`src/inc/dwt_pkg.sv`:
```
// constants and state type for the warning threshold register bank
package dwt_pkg;
  // serial slave address on the 2-wire bus
  localparam logic [6:0] DEV_ADDR = 7'h51;
  // byte addresses of the threshold bytes
  localparam logic [7:0] OFS_VOLT_LOW_HI = 8'h0e;
  localparam logic [7:0] OFS_VOLT_LOW_LO = 8'h0f;
  localparam logic [7:0] OFS_BIAS_HIGH_HI = 8'h14;
  localparam logic [7:0] OFS_BIAS_HIGH_LO = 8'h15;
  localparam logic [7:0] OFS_BIAS_LOW_HI = 8'h16;
  localparam logic [7:0] OFS_BIAS_LOW_LO = 8'h17;
  localparam logic [7:0] OFS_TXPWR_HIGH_HI = 8'h1c;
  localparam logic [7:0] OFS_TXPWR_HIGH_LO = 8'h1d;
  // reset value of every threshold byte
  localparam logic [7:0] THRESH_RST = 8'h00;
  // answer for an unmapped byte address
  localparam logic [7:0] UNMAPPED_RD = 8'h00;
  // scaling of threshold counts, informational only
  localparam real VOLT_HI_LSB_MV = 25.6;
  localparam real TXPWR_HI_LSB_UW = 25.6;
  localparam real TXPWR_LO_LSB_UW = 0.1;
  // positions of the warning bits
  localparam int WARN_VOLT_LOW = 0;
  localparam int WARN_BIAS_HIGH = 1;
  localparam int WARN_BIAS_LOW = 2;
  localparam int WARN_TXPWR_HIGH = 3;
  localparam int WARN_W = 4;
  // bits per serial byte
  localparam logic [3:0] BYTE_BITS = 4'h8;

  typedef enum logic [2:0] {ST_IDLE, ST_RX, ST_ACK, ST_TX, ST_RACK} dwt_state_t;
  typedef enum logic [1:0] {KIND_ADDR, KIND_PTR, KIND_DATA} dwt_kind_t;

  typedef struct packed {
    logic [1:0] scl_sync;
    logic [1:0] sda_sync;
    logic scl_prev;
    logic sda_prev;
    dwt_state_t state;
    dwt_kind_t kind;
    logic [3:0] cnt;
    logic [7:0] shift;
    logic [7:0] ptr;
    logic rd;
    logic hnack;
    logic sda_oe;
    logic sda_o;
    logic [7:0] vl_hi;
    logic [7:0] vl_lo;
    logic [7:0] bh_hi;
    logic [7:0] bh_lo;
    logic [7:0] bl_hi;
    logic [7:0] bl_lo;
    logic [7:0] th_hi;
    logic [7:0] th_lo;
    logic [WARN_W-1:0] warn;
  } dwt_regs_t;
endpackage

```
`src/verilog/dwt_threshold_bank.sv`:
```
// warning threshold register bank with 2-wire serial slave and comparators
//
// Functional notes
// the voltage-low warning sets when the supply high byte is below its threshold high byte.
// the bias-high warning sets when the bias high byte is above its threshold high byte.
// the bias-low warning sets when the bias high byte is below its threshold high byte.
// the tx-power-high warning sets when the tx power high byte exceeds its threshold high byte.
// only threshold high bytes take part in comparisons; low bytes never affect a flag.
// every threshold byte comes out of reset as zero.
// one count of the tx-power-high threshold high byte is 25.6 microwatts.
// the tx-power threshold pair is unsigned, with the low byte worth 0.1 microwatt per count.
// each high byte and the low byte after it form one 16-bit value, high byte first.
// thresholds are compared against raw measurements with no calibration.
// the host should write zero to every low threshold byte.
// all threshold bytes answer at 7-bit serial slave address 1010001.
// one count of the voltage threshold high byte is 25.6 millivolts.
// each warning is re-evaluated when a new measurement of its parameter is stored.
`timescale 1ns/1ns
module dwt_threshold_bank
  import dwt_pkg::*;
(
  input wire logic clk_in,
  input wire logic rst_in,
  input wire logic scl_in,
  input wire logic sda_in,
  output logic sda_out,
  output logic sda_oe_out,
  input wire logic [7:0] supply_meas_hi_in,
  input wire logic supply_meas_store_in,
  input wire logic [7:0] bias_meas_hi_in,
  input wire logic bias_meas_store_in,
  input wire logic [7:0] txpwr_meas_hi_in,
  input wire logic txpwr_meas_store_in,
  output logic [WARN_W-1:0] warning_flag_out
);

  dwt_regs_t r;
  dwt_regs_t r_nxt;
  logic scl_rise;
  logic scl_fall;
  logic bus_start;
  logic bus_stop;
  logic [7:0] rd_val;

  // read mux; unmapped addresses answer a fixed byte
  function automatic logic [7:0] rd_byte(input logic [7:0] a, input dwt_regs_t s);
    logic [7:0] v;
    v = UNMAPPED_RD;
    if (a == OFS_VOLT_LOW_HI) begin
      v = s.vl_hi;
    end else if (a == OFS_VOLT_LOW_LO) begin
      v = s.vl_lo;
    end else if (a == OFS_BIAS_HIGH_HI) begin
      v = s.bh_hi;
    end else if (a == OFS_BIAS_HIGH_LO) begin
      v = s.bh_lo;
    end else if (a == OFS_BIAS_LOW_HI) begin
      v = s.bl_hi;
    end else if (a == OFS_BIAS_LOW_LO) begin
      v = s.bl_lo;
    end else if (a == OFS_TXPWR_HIGH_HI) begin
      v = s.th_hi;
    end else if (a == OFS_TXPWR_HIGH_LO) begin
      v = s.th_lo;
    end
    return v;
  endfunction

  // edges only look at the second synchroniser stage
  assign scl_rise = r.scl_sync[1] & ~r.scl_prev;
  assign scl_fall = ~r.scl_sync[1] & r.scl_prev;
  assign bus_start = r.scl_sync[1] & r.scl_prev & r.sda_prev & ~r.sda_sync[1];
  assign bus_stop = r.scl_sync[1] & r.scl_prev & ~r.sda_prev & r.sda_sync[1];
  // byte the pointer addresses, loaded into the shifter at the start of each read byte
  assign rd_val = rd_byte(r.ptr, r);

  always_comb begin
    r_nxt = r;
    r_nxt.scl_sync = {r.scl_sync[0], scl_in};
    r_nxt.sda_sync = {r.sda_sync[0], sda_in};
    r_nxt.scl_prev = r.scl_sync[1];
    r_nxt.sda_prev = r.sda_sync[1];
    r_nxt.sda_o = 1'b0;

    if (bus_start) begin
      // a repeated start keeps the byte pointer for random reads
      r_nxt.state = ST_RX;
      r_nxt.kind = KIND_ADDR;
      r_nxt.cnt = 4'h0;
      r_nxt.sda_oe = 1'b0;
    end else if (bus_stop) begin
      r_nxt.state = ST_IDLE;
      r_nxt.sda_oe = 1'b0;
    end else begin
      case (r.state)
        ST_RX: begin
          if (scl_rise) begin
            r_nxt.shift = {r.shift[6:0], r.sda_sync[1]};
            r_nxt.cnt = r.cnt + 4'h1;
          end else if (scl_fall && r.cnt == BYTE_BITS) begin
            r_nxt.cnt = 4'h0;
            if (r.kind == KIND_ADDR) begin
              if (r.shift[7:1] == DEV_ADDR) begin
                r_nxt.rd = r.shift[0];
                r_nxt.sda_oe = 1'b1;
                r_nxt.state = ST_ACK;
              end else begin
                r_nxt.state = ST_IDLE;
              end
            end else if (r.kind == KIND_PTR) begin
              r_nxt.ptr = r.shift;
              r_nxt.sda_oe = 1'b1;
              r_nxt.state = ST_ACK;
            end else begin
              // writes to unmapped bytes are acked and dropped
              if (r.ptr == OFS_VOLT_LOW_HI) begin
                r_nxt.vl_hi = r.shift;
              end else if (r.ptr == OFS_VOLT_LOW_LO) begin
                r_nxt.vl_lo = r.shift;
              end else if (r.ptr == OFS_BIAS_HIGH_HI) begin
                r_nxt.bh_hi = r.shift;
              end else if (r.ptr == OFS_BIAS_HIGH_LO) begin
                r_nxt.bh_lo = r.shift;
              end else if (r.ptr == OFS_BIAS_LOW_HI) begin
                r_nxt.bl_hi = r.shift;
              end else if (r.ptr == OFS_BIAS_LOW_LO) begin
                r_nxt.bl_lo = r.shift;
              end else if (r.ptr == OFS_TXPWR_HIGH_HI) begin
                r_nxt.th_hi = r.shift;
              end else if (r.ptr == OFS_TXPWR_HIGH_LO) begin
                r_nxt.th_lo = r.shift;
              end
              // pointer steps from a high byte onto its low byte
              r_nxt.ptr = r.ptr + 8'h01;
              r_nxt.sda_oe = 1'b1;
              r_nxt.state = ST_ACK;
            end
          end
        end
        ST_ACK: begin
          if (scl_fall) begin
            r_nxt.cnt = 4'h0;
            if (r.kind == KIND_ADDR && r.rd) begin
              r_nxt.shift = rd_val;
              r_nxt.ptr = r.ptr + 8'h01;
              r_nxt.sda_oe = ~rd_val[7];
              r_nxt.state = ST_TX;
            end else begin
              r_nxt.sda_oe = 1'b0;
              r_nxt.kind = (r.kind == KIND_ADDR) ? KIND_PTR : KIND_DATA;
              r_nxt.state = ST_RX;
            end
          end
        end
        ST_TX: begin
          if (scl_rise) begin
            r_nxt.cnt = r.cnt + 4'h1;
          end else if (scl_fall) begin
            if (r.cnt == BYTE_BITS) begin
              r_nxt.sda_oe = 1'b0;
              r_nxt.state = ST_RACK;
            end else begin
              r_nxt.shift = {r.shift[6:0], 1'b0};
              r_nxt.sda_oe = ~r.shift[6];
            end
          end
        end
        ST_RACK: begin
          if (scl_rise) begin
            r_nxt.hnack = r.sda_sync[1];
          end else if (scl_fall) begin
            r_nxt.cnt = 4'h0;
            if (r.hnack) begin
              // host ended the read; wait for stop or start
              r_nxt.state = ST_IDLE;
            end else begin
              r_nxt.shift = rd_val;
              r_nxt.ptr = r.ptr + 8'h01;
              r_nxt.sda_oe = ~rd_val[7];
              r_nxt.state = ST_TX;
            end
          end
        end
        default: begin
          r_nxt.sda_oe = 1'b0;
        end
      endcase
    end

    // raw high bytes only; low threshold bytes never enter these compares
    if (supply_meas_store_in) begin
      r_nxt.warn[WARN_VOLT_LOW] = supply_meas_hi_in < r.vl_hi;
    end
    if (bias_meas_store_in) begin
      r_nxt.warn[WARN_BIAS_HIGH] = bias_meas_hi_in > r.bh_hi;
      r_nxt.warn[WARN_BIAS_LOW] = bias_meas_hi_in < r.bl_hi;
    end
    if (txpwr_meas_store_in) begin
      r_nxt.warn[WARN_TXPWR_HIGH] = txpwr_meas_hi_in > r.th_hi;
    end
  end

  always_ff @(posedge clk_in) begin
    if (rst_in) begin
      r <= '0;
      // bus lines idle high, so no false start right after reset
      r.scl_sync <= 2'h3;
      r.sda_sync <= 2'h3;
      r.scl_prev <= 1'b1;
      r.sda_prev <= 1'b1;
      r.vl_hi <= THRESH_RST;
      r.vl_lo <= THRESH_RST;
      r.bh_hi <= THRESH_RST;
      r.bh_lo <= THRESH_RST;
      r.bl_hi <= THRESH_RST;
      r.bl_lo <= THRESH_RST;
      r.th_hi <= THRESH_RST;
      r.th_lo <= THRESH_RST;
    end else begin
      r <= r_nxt;
    end
  end

  assign sda_out = r.sda_o;
  assign sda_oe_out = r.sda_oe;
  assign warning_flag_out = r.warn;

endmodule

```
`config.mk`:
```
export PLATFORM = sky130hd
export DESIGN_NAME = dwt_threshold_bank
export DESIGN_NICKNAME = d
export VERILOG_FILES = /design/src/inc/dwt_pkg.sv /design/src/verilog/dwt_threshold_bank.sv
export SDC_FILE = /design/constraint.sdc
export NUM_CORES = 1
export LEC_CHECK = 0
export CAP_MARGIN = 20
export CORE_ASPECT_RATIO = 1.1
export CORE_UTILIZATION = 60
export CTS_CLUSTER_SIZE = 25
export DETAILED_ROUTE_END_ITERATION = 6
export DONT_BUFFER_PORTS = 1
export GPL_ROUTABILITY_DRIVEN = 0
export PLACE_DENSITY = 0.74
export REMOVE_ABC_BUFFERS = 1
export SLEW_MARGIN = 20
export SYNTH_ARGS = -nofsm -noshare
export SYNTH_HDL_FRONTEND = slang
export SYNTH_SLANG_ARGS = --single-unit
```
`constraint.sdc`:
```
create_clock -name clk_in -period 3.9 [get_ports clk_in]
set_clock_uncertainty 0.2 [all_clocks]
set_input_delay 0.39 -clock clk_in [delete_from_list [all_inputs] [get_ports clk_in]]
set_output_delay 0.39 -clock clk_in [all_outputs]
set_load 0.01 [all_outputs]
```
* Word level (Yosys, flattened, before mapping)
Cells that the tools add are included.
** Storage, ports and cells
- Logic and storage cells :: 183
- Flip-flop bits (word level) :: 103
- Bits of input ports :: 31
- Output and inout port bits :: 6
** Operators by class
- Equality and inequality tests :: 39
- Bitwise logic cells :: 26
- Mux-type cells :: 62
- Add/subtract/negate cells :: 2
- Reduce and logical (&&, ||, !) cells :: 25
- $lt $le $gt $ge :: 4
** Operators with widths (number)
- $mux W8 :: 14
- $eq A8 B5 Y1 const B :: 6
- $pmux W12 S4 :: 1
- $mux W20 :: 2
- $reduce_and A9 Y1 :: 4
- $mux W16 :: 2
- $ne A4 B4 Y1 const B :: 8
- $ne A2 B2 Y1 const B :: 14
- $mux W25 :: 1
- $mux W24 :: 1
- $mux W3 :: 8
- $pmux W8 S3 :: 1
- $reduce_and A12 Y1 :: 2
- $reduce_and A11 Y1 :: 2
- $not A1 Y1 :: 19
- $mux W1 :: 18
- $mux W9 :: 2
- $eq A8 B4 Y1 const B :: 2
- $gt A8 B8 Y1 :: 2
- $lt A8 B8 Y1 :: 2
- $reduce_and A15 Y1 :: 1
- $reduce_and A14 Y1 :: 1
- $reduce_and A7 Y1 :: 2
- $reduce_and A13 Y1 :: 1
- other kinds (25) :: 42

* Longest topological paths before layout
Gate-level depths: netlist of the first run.
- Word-level depth :: 15
- Gate-level depth with buffers :: 11
- Mapped depth without buffers :: 8

* Worst setup path before layout of the first run
Ideal clock, no wire load.
- Kind :: reg-to-reg
- From :: register r[77] in the netlist's numbering
- To :: register r[20] in the netlist's numbering
- Buffers on the path :: 5
- Stages on the path, launching flop included :: 12
- Library setup time :: 125 ps
- Arrival :: 2288 ps
- Period minus slack after synthesis :: 2613 ps
- Setup slack :: 1287 ps
- Data required time :: 3575 ps
- Path through :: dfxtp_1 buf_6 or4b_4 buf_6 or2_1 buf_6 nor4_4 buf_6 nand4b_2 buf_6 mux2i_1 nor2_1
** On the way
- Word-level cells in the longest chain between the ends :: 3
- Elaborated cells on any way between the ends :: 12
- Classes of those cells :: eq/ne (6); bitwise (5); reduce/logical (1)
** RTL lines
- from (decl) :: RTL line dwt_threshold_bank.sv:37 : dwt_regs_t r;
- from (signal assigned) :: RTL line dwt_threshold_bank.sv:220 : r <= r_nxt;
- $eq A8 B5 Y1 (tied with other cells) :: RTL line dwt_threshold_bank.sv:124 : end else if (r.ptr == OFS_BIAS_LOW_HI) begin
- $not A1 Y1 (no source line)
- $reduce_and A13 Y1 (no source line) (*)
Every way passes the cells marked *; elsewhere a longest branch is shown, timed or not.
A chain may end at the register's enable or synchronous reset.

* Final worst setup path of the first run
- From :: register r[96] in the netlist's numbering
- To :: register r[31] in the netlist's numbering
** On the way
- Word-level cells in the longest chain between the ends :: 2
** RTL lines
- $eq A3 B1 Y1 :: RTL line dwt_threshold_bank.sv:95 : case (r.state)
- $reduce_and A12 Y1 (no source line)
Every way passes these cells.

==> results.ini, run 1 <==
[route]
routed_via_density=6.28
drtPass1Iterations=6
antenna_left=0
wl_mm=15.5
drtIter0Drc=437
wl_per_cell_um=18.0
drc=0
vias=5393

[clock_network]
cts_made_buffers=9
cts_buffer_depth=2
cts_root_buf=clkbuf_8
cts.sinks=102
clk_latency_ns=0.38
post_cts_buffers=0
cts.clk_slew.worst_paths_ns=0.10
cts_tree=built
htreeDepth=3

[outcome]
status=complete, no violations

[timing]
finalCritPeriodShare_pct=81.2
drv_slew=0
setup_tns_ns=0
finalCriticalPeriod_ns=3.17
rsz0062_at_grt=no
finalHoldViolCount=0
setup_slack_ns=0.734
holdWs_ns=0.0194
fmax_mhz=316
worstMarginPinSlew_ns=0.955
max_slew_margin_pct=36.3
finalSetupViolations=0

[placed_design]
post-place-cells=837
numPortBuffers=0
hpwl_mm=10.8
dpl_cell_area_um2=6090
dp_slack_ns=0.809

[synthesis]
synth_cell_type_count=73
synthAdderAreaFrac_pct=7.24
synthArstFlopShare_pct=0
synthFlopType=dfxtp_1
synth_common_cells=102 x dfxtp_1, 95 x nor2_1, 66 x a21oi_1
yosys.area_share.simple_pct=22.0
synth_xor_area_share_pct=1.13
yosysSeqAreaShare_pct=32.8
synth_compound_area_share_pct=19.5
synth_top_family_by_area=simple AND/OR/NAND/NOR gates
post_synth_mux_area_share_pct=8.37
synth.avg_cell_area_um2=8.17
synth-edff-count=0
ys_seq_elements=102
synth_area_leaders=dfxtp_1 33%, mux2i_1 8.4%, ha_1 7.2%
syn_area_um2=6220
yosys.area.top_type=dfxtp_1
synth_cells=762
ys_warn_count=0
yosysMostFrequentCell=dfxtp_1
synth.top_cell.area_share_pct=32.8

[final_layout]
drive_gt1_share_pct=7.17
fin_area_um2=6350
syn_to_final_growth_pct=2.13
fin_nets=801
final_cells=859
diodes=0

[floorplanning]
start_util_pct=62.3
die_y_um=109
ios=37
core.rowCount=38
core_area_um2=9980
die_area_um2=10800
die_x_um=99.1

[worst_hold_path]
hold_class=in2reg
hold_end=warning_flag_out[2]$_SDFFE_PP0P_
hold_depth=3
min_from=rst_in

[critical_path]
crit_type=reg2reg
cp-start-kind=register
timing.rr.end=r[31]$_SDFFE_PP0P_
rrSetupSlack_ns=0.73
rr_startpoint=r[96]$_SDFFE_PP0P_
critical_path_peak_fanout=20
worstPathArrival_ns=3.23
r2r_cells=7
cp-end-kind=register
cp.required_ns=3.97

[flow_run]
cap_violations=0

[power_and_ir_drop]
cellLeakagePower_nw=2.23
vdd_drop_max_v=0.000145
p_per_area_nw_per_um2=286

[grt]
grt_pass1_vias=5136
track_usage_pct=30.0
grt_max_degree=95
grt_overflow_total=0
grt_pass1_wl_mm=25.4
antenna_found_initial=0

## through the flow
| step | util [%] | power [mW] |
|---|---|---|
| 6_report | 63.6 | 1.82 |
| 5_1_grt | 63.6 | 1.89 |
| 4_1_cts | 63.6 | 1.83 |
| 3_5_place_dp | 61.0 | 1.15 |
| 3_3_place_gp | 61.0 | 1.14 |
| 2_1_floorplan | - | 1.13 |
## power breakdown
part	internal (mW)	switching (mW)	leakage, nW
registers	1.05	0.0104	0.824
clock network	0.296	0.375	0.0964
logic	0.0379	0.0489	1.31
total	1.38	0.435	2.23
## sequential cells by signal, indices dropped and copies added, names as in the netlist
name / count
r: 97
sda_oe_out: 1
warning_flag_out: 4
## metal layers
layer | global-route usage, % | vias up | part of all wire, %
met5 | 0 | - | 0
met4 | 15.8 | 0 | 3.7
met3 | 5.51 | 55 | 6.8
met2 | 51.8 | 207 | 48
met1 | 35.8 | 2506 | 41
li1 | - | 2625 | -
## cells in the final DEF, fill, tap and decap left out, types with 3 or more instances in the layout
cell type,n
clkinv_2,3
a31oi_1,7
buf_4,14
mux2i_1,52
dlygate4sd3_1,5
o22ai_1,3
a221oi_1,4
clkbuf_8,9
nand3b_1,6
xor2_1,7
a311oi_1,3
a21o_1,4
o21a_1,6
nand2_1,65
a22oi_1,5
o21ai_0,50
a211o_1,4
nor3b_1,6
nand4b_1,4
and3_1,5
nand3_1,14
or2_2,7
nor3_1,11
nor2b_1,13
nor2_2,3
nor2_1,95
ha_1,36
nand4_1,7
inv_1,41
a211oi_1,13
a32oi_1,4
dfxtp_1,102
a21oi_1,66
nand2b_1,13
## cell type report
type / instances / area, um2
inverter: 41 / 154
clock inverter: 6 / 61.3
fill: 892 / 3630
sequential: 102 / 2040
tap: 120 / 150
clock buffer: 10 / 128
timing repair buffer: 20 / 183
multi-input combinational: 560 / 3640
## cell families (layout without fill, tap and decap cells)
logic type | Yosys count | in the layout
simple gates | 269 | 269
compound gates | 194 | 194
flops | 102 | 102
buf+inv | 100 | 77
mux | 52 | 52
fa+ha+maj | 36 | 36
xor+xnor | 8 | 8
other cells | 1 | 1
## critical path: stages, from the launching register on
cell and delay (ns):
dfxtp_1 0.51, nor3b_2 0.37, nand4_1 0.51, nor4_4 0.37
buf_4 0.22, nand4b_1 0.46, mux2i_1 0.34, nor2_1 0.06
## how the worst max path moves through the flow
stage	from	endpoint	slack (ns)
2_1_floorplan	r[72]$_SDFFE_PP0P_	r[56]$_SDFFE_PP0P_	0.24
3_3_place_gp	r[74]$_SDFFE_PP0P_	r[35]$_SDFFE_PP0P_	0.95
3_5_place_dp	r[96]$_SDFFE_PP0P_	r[31]$_SDFFE_PP0P_	0.81
4_1_cts	r[96]$_SDFFE_PP0P_	r[31]$_SDFFE_PP0P_	0.78
5_1_grt	r[98]$_SDFF_PP1_	r[31]$_SDFFE_PP0P_	0.48
6_report	r[96]$_SDFFE_PP0P_	r[31]$_SDFFE_PP0P_	0.73
## what timing repair did
action	CTS	global route
endpoints found under the setup margin	0	0
resized for setup	0	0
hold buffers	6	0
endpoints found under the hold margin	94	0
Power figures use the tool's default switching activity.
==> inputs of run 2 (changes only) <==
ABC_AREA = 1   (was unset)
CORE_UTILIZATION = 58   (was 60)
clock period = 2.7 ns   (was 3.9 ns; I/O delays follow)
==> results.ini, run 2 <==
[power_and_ir_drop]
p_per_area_nw_per_um2=576
vdd_drop_max_v=0.000315
cellLeakagePower_nw=2.65

[clock_network]
cts_tree=built
cts_buffer_depth=2
cts.sinks=102
htreeDepth=3
clk_latency_ns=0.39
cts_made_buffers=9
cts_root_buf=clkbuf_8
post_cts_buffers=0
cts.clk_slew.worst_paths_ns=0.10

[synthesis]
synth.avg_cell_area_um2=7.33
synth_cell_type_count=49
yosysSeqAreaShare_pct=33.8
synthArstFlopShare_pct=0
synth_cells=824
syn_area_um2=6040
ys_seq_elements=102
yosysMostFrequentCell=inv_1
synth-edff-count=0
synth_area_leaders=dfxtp_1 34%, a21oi_1 8.8%, ha_1 7.5%
yosys.area.top_type=dfxtp_1
synth_common_cells=116 x inv_1, 106 x a21oi_1, 103 x nand2_1
synth.top_cell.area_share_pct=33.8
synthFlopType=dfxtp_1
ys_warn_count=0

[route]
vias=5567
antenna_left=0
wl_mm=15.9
wl_per_cell_um=16.9
routed_via_density=5.92
drtPass1Iterations=5
drtIter0Drc=365
drc=0

[floorplanning]
die_y_um=109
start_util_pct=60.5
ios=37
core_area_um2=9980
die_x_um=99.3
core.rowCount=38
die_area_um2=10800

[placed_design]
numPortBuffers=0
hpwl_mm=11.7
dpl_cell_area_um2=6040

[flow_run]
cap_violations=0

[worst_hold_path]
hold_class=in2reg

[final_layout]
diodes=0
mostFrequentLayoutCells=116 x inv_1, 106 x a21oi_1, 103 x nand2_1
fin_area_um2=6320
final_common_cell=inv_1
largest_register_ffs=97
regMostFlops=r
multi_input_area_um2=3310
fillers=928
drive_gt1_share_pct=10.4
syn_to_final_growth_pct=4.58
regArea_um2=2040
fin_nets=883

[timing]
finalHoldViolCount=0
finalSetupViolations=0
fmax_mhz=406
rsz0062_at_grt=no
finalCriticalPeriod_ns=2.47
finalCritPeriodShare_pct=91.3
worstMarginPinSlew_ns=0.624
drv_slew=0
setup_tns_ns=0
max_slew_margin_pct=58.3

[critical_path]
crit_path_top_delay_cell=nor3_4
cp_cell_sequence=inv_1, ha_1, inv_1, nor2_1, nand2_2, nor3_4, o21ai_0, a21oi_1
cp-end-kind=register
cp-start-kind=register
critical_path_peak_fanout=16
max_stage_delay_ns=0.56
cp.required_ns=2.82
cp_common_cell=inv_1
crit_type=reg2reg
worstPathArrival_ns=2.58

[outcome]
status=complete, no violations

[grt]
grt_pass1_wl_mm=25.5
antenna_found_initial=0
grt_max_degree=71
grt_pass1_vias=5265
grt_overflow_total=0
track_usage_pct=30.7

-- run 2: cell types whose count changed in the layout (fill, tap and decap cells not counted), moves of 11 or more --
cell / delta
nand2_1: +38
o21ai_1: +13
a21oi_1: +40
mux2i_1: -52
inv_1: +75
nor2_1: -23
nor2b_1: -13
inv_2: +11
nand2b_1: -13
o21ai_0: +39
-- run 2: cells by family (layout without fill, tap and decap cells) --
family	count (synthesis)	after routing	synth area share (%)
AOI/OAI and AO/OA	252	252	23.1
xor gates and xnor gates	6	6	0.870
adders and majority gates	36	36	7.46
buffers and inverters	161	158	11.4
DFF	102	102	33.8
other	1	1	0.0621
and+or+nand+nor	266	266	23.3
-- run 2: area by class of cell --
class,instances,share of cell area (%)
inverter,130,7.73
clock inverter,6,1.49
clock buffer,10,2.02
timing repair buffer,12,1.58
multi-input combinational,561,52.5
sequential,102,32.3
tap,120,2.38
-- run 2: layer usage --
metal	track usage, %	vias up	routed length, um	part of all wire [%]
met2	53.0	235	7740	48
met3	4.87	41	1120	7.0
met1	37.1	2549	6530	41
met4	15.3	0	563	3.5
met5	0.481	-	0	0
li1	-	2742	-	-
-- run 2: worst paths after layout --
kind         cells after the start                          endpoint  slack (ns)               start
max                              8                 r[7]$_SDFFE_PP0P_        0.23  r[73]$_SDFFE_PP0P_
min                              4  warning_flag_out[2]$_SDFFE_PP0P_        0.03  bias_meas_hi_in[7]
max reg2reg                      8                 r[7]$_SDFFE_PP0P_        0.23  r[73]$_SDFFE_PP0P_
min reg2reg                      1                 r[102]$_SDFF_PP1_        0.22   r[101]$_SDFF_PP1_
-- run 2: worst max-delay path: cells and delay by family, from the launching register on --
family                   cells  cell delay (ns)
AND/OR/NAND/NOR              3             1.13
flip-flops                   1             0.36
AO/OA/AOI/OAI                2             0.36
adder cells (fa/ha/maj)      1             0.20
buffers and inverters        2             0.14
-- run 2: stage by stage --
| stage | hold WS [ns] | instances | total power, mW | util [%] | worst slack, ns |
|---|---|---|---|---|---|
| 3_3_place_gp | 0.144 | 919 | 2.50 | 60.5 | 0.388 |
| 3_5_place_dp | 0.146 | 919 | 2.53 | 60.5 | 0.276 |
| 4_1_cts | 0.0185 | 941 | 3.62 | 63.3 | 0.234 |
| 2_1_floorplan | 0.139 | 793 | 2.27 | - | 0.505 |
| 5_1_grt | 0.0929 | 941 | 3.80 | 63.3 | 0.00948 |
| 6_report | 0.0274 | 941 | 3.64 | 63.3 | 0.234 |
-- run 2: where the power goes --
group          internal (mW)  switching (mW)  leakage, nW
clock                  0.529           0.564        0.107
sequential              1.58           0.100        0.826
combinational          0.254           0.614         1.71
total                   2.36            1.28         2.65
-- run 2: repair_timing --
item                                   4_1_cts  5_1_grt
setup endpoints to repair                    0        1
endpoints found under the hold margin       28        0
resized for setup                            0        1
hold buffers                                 6        0
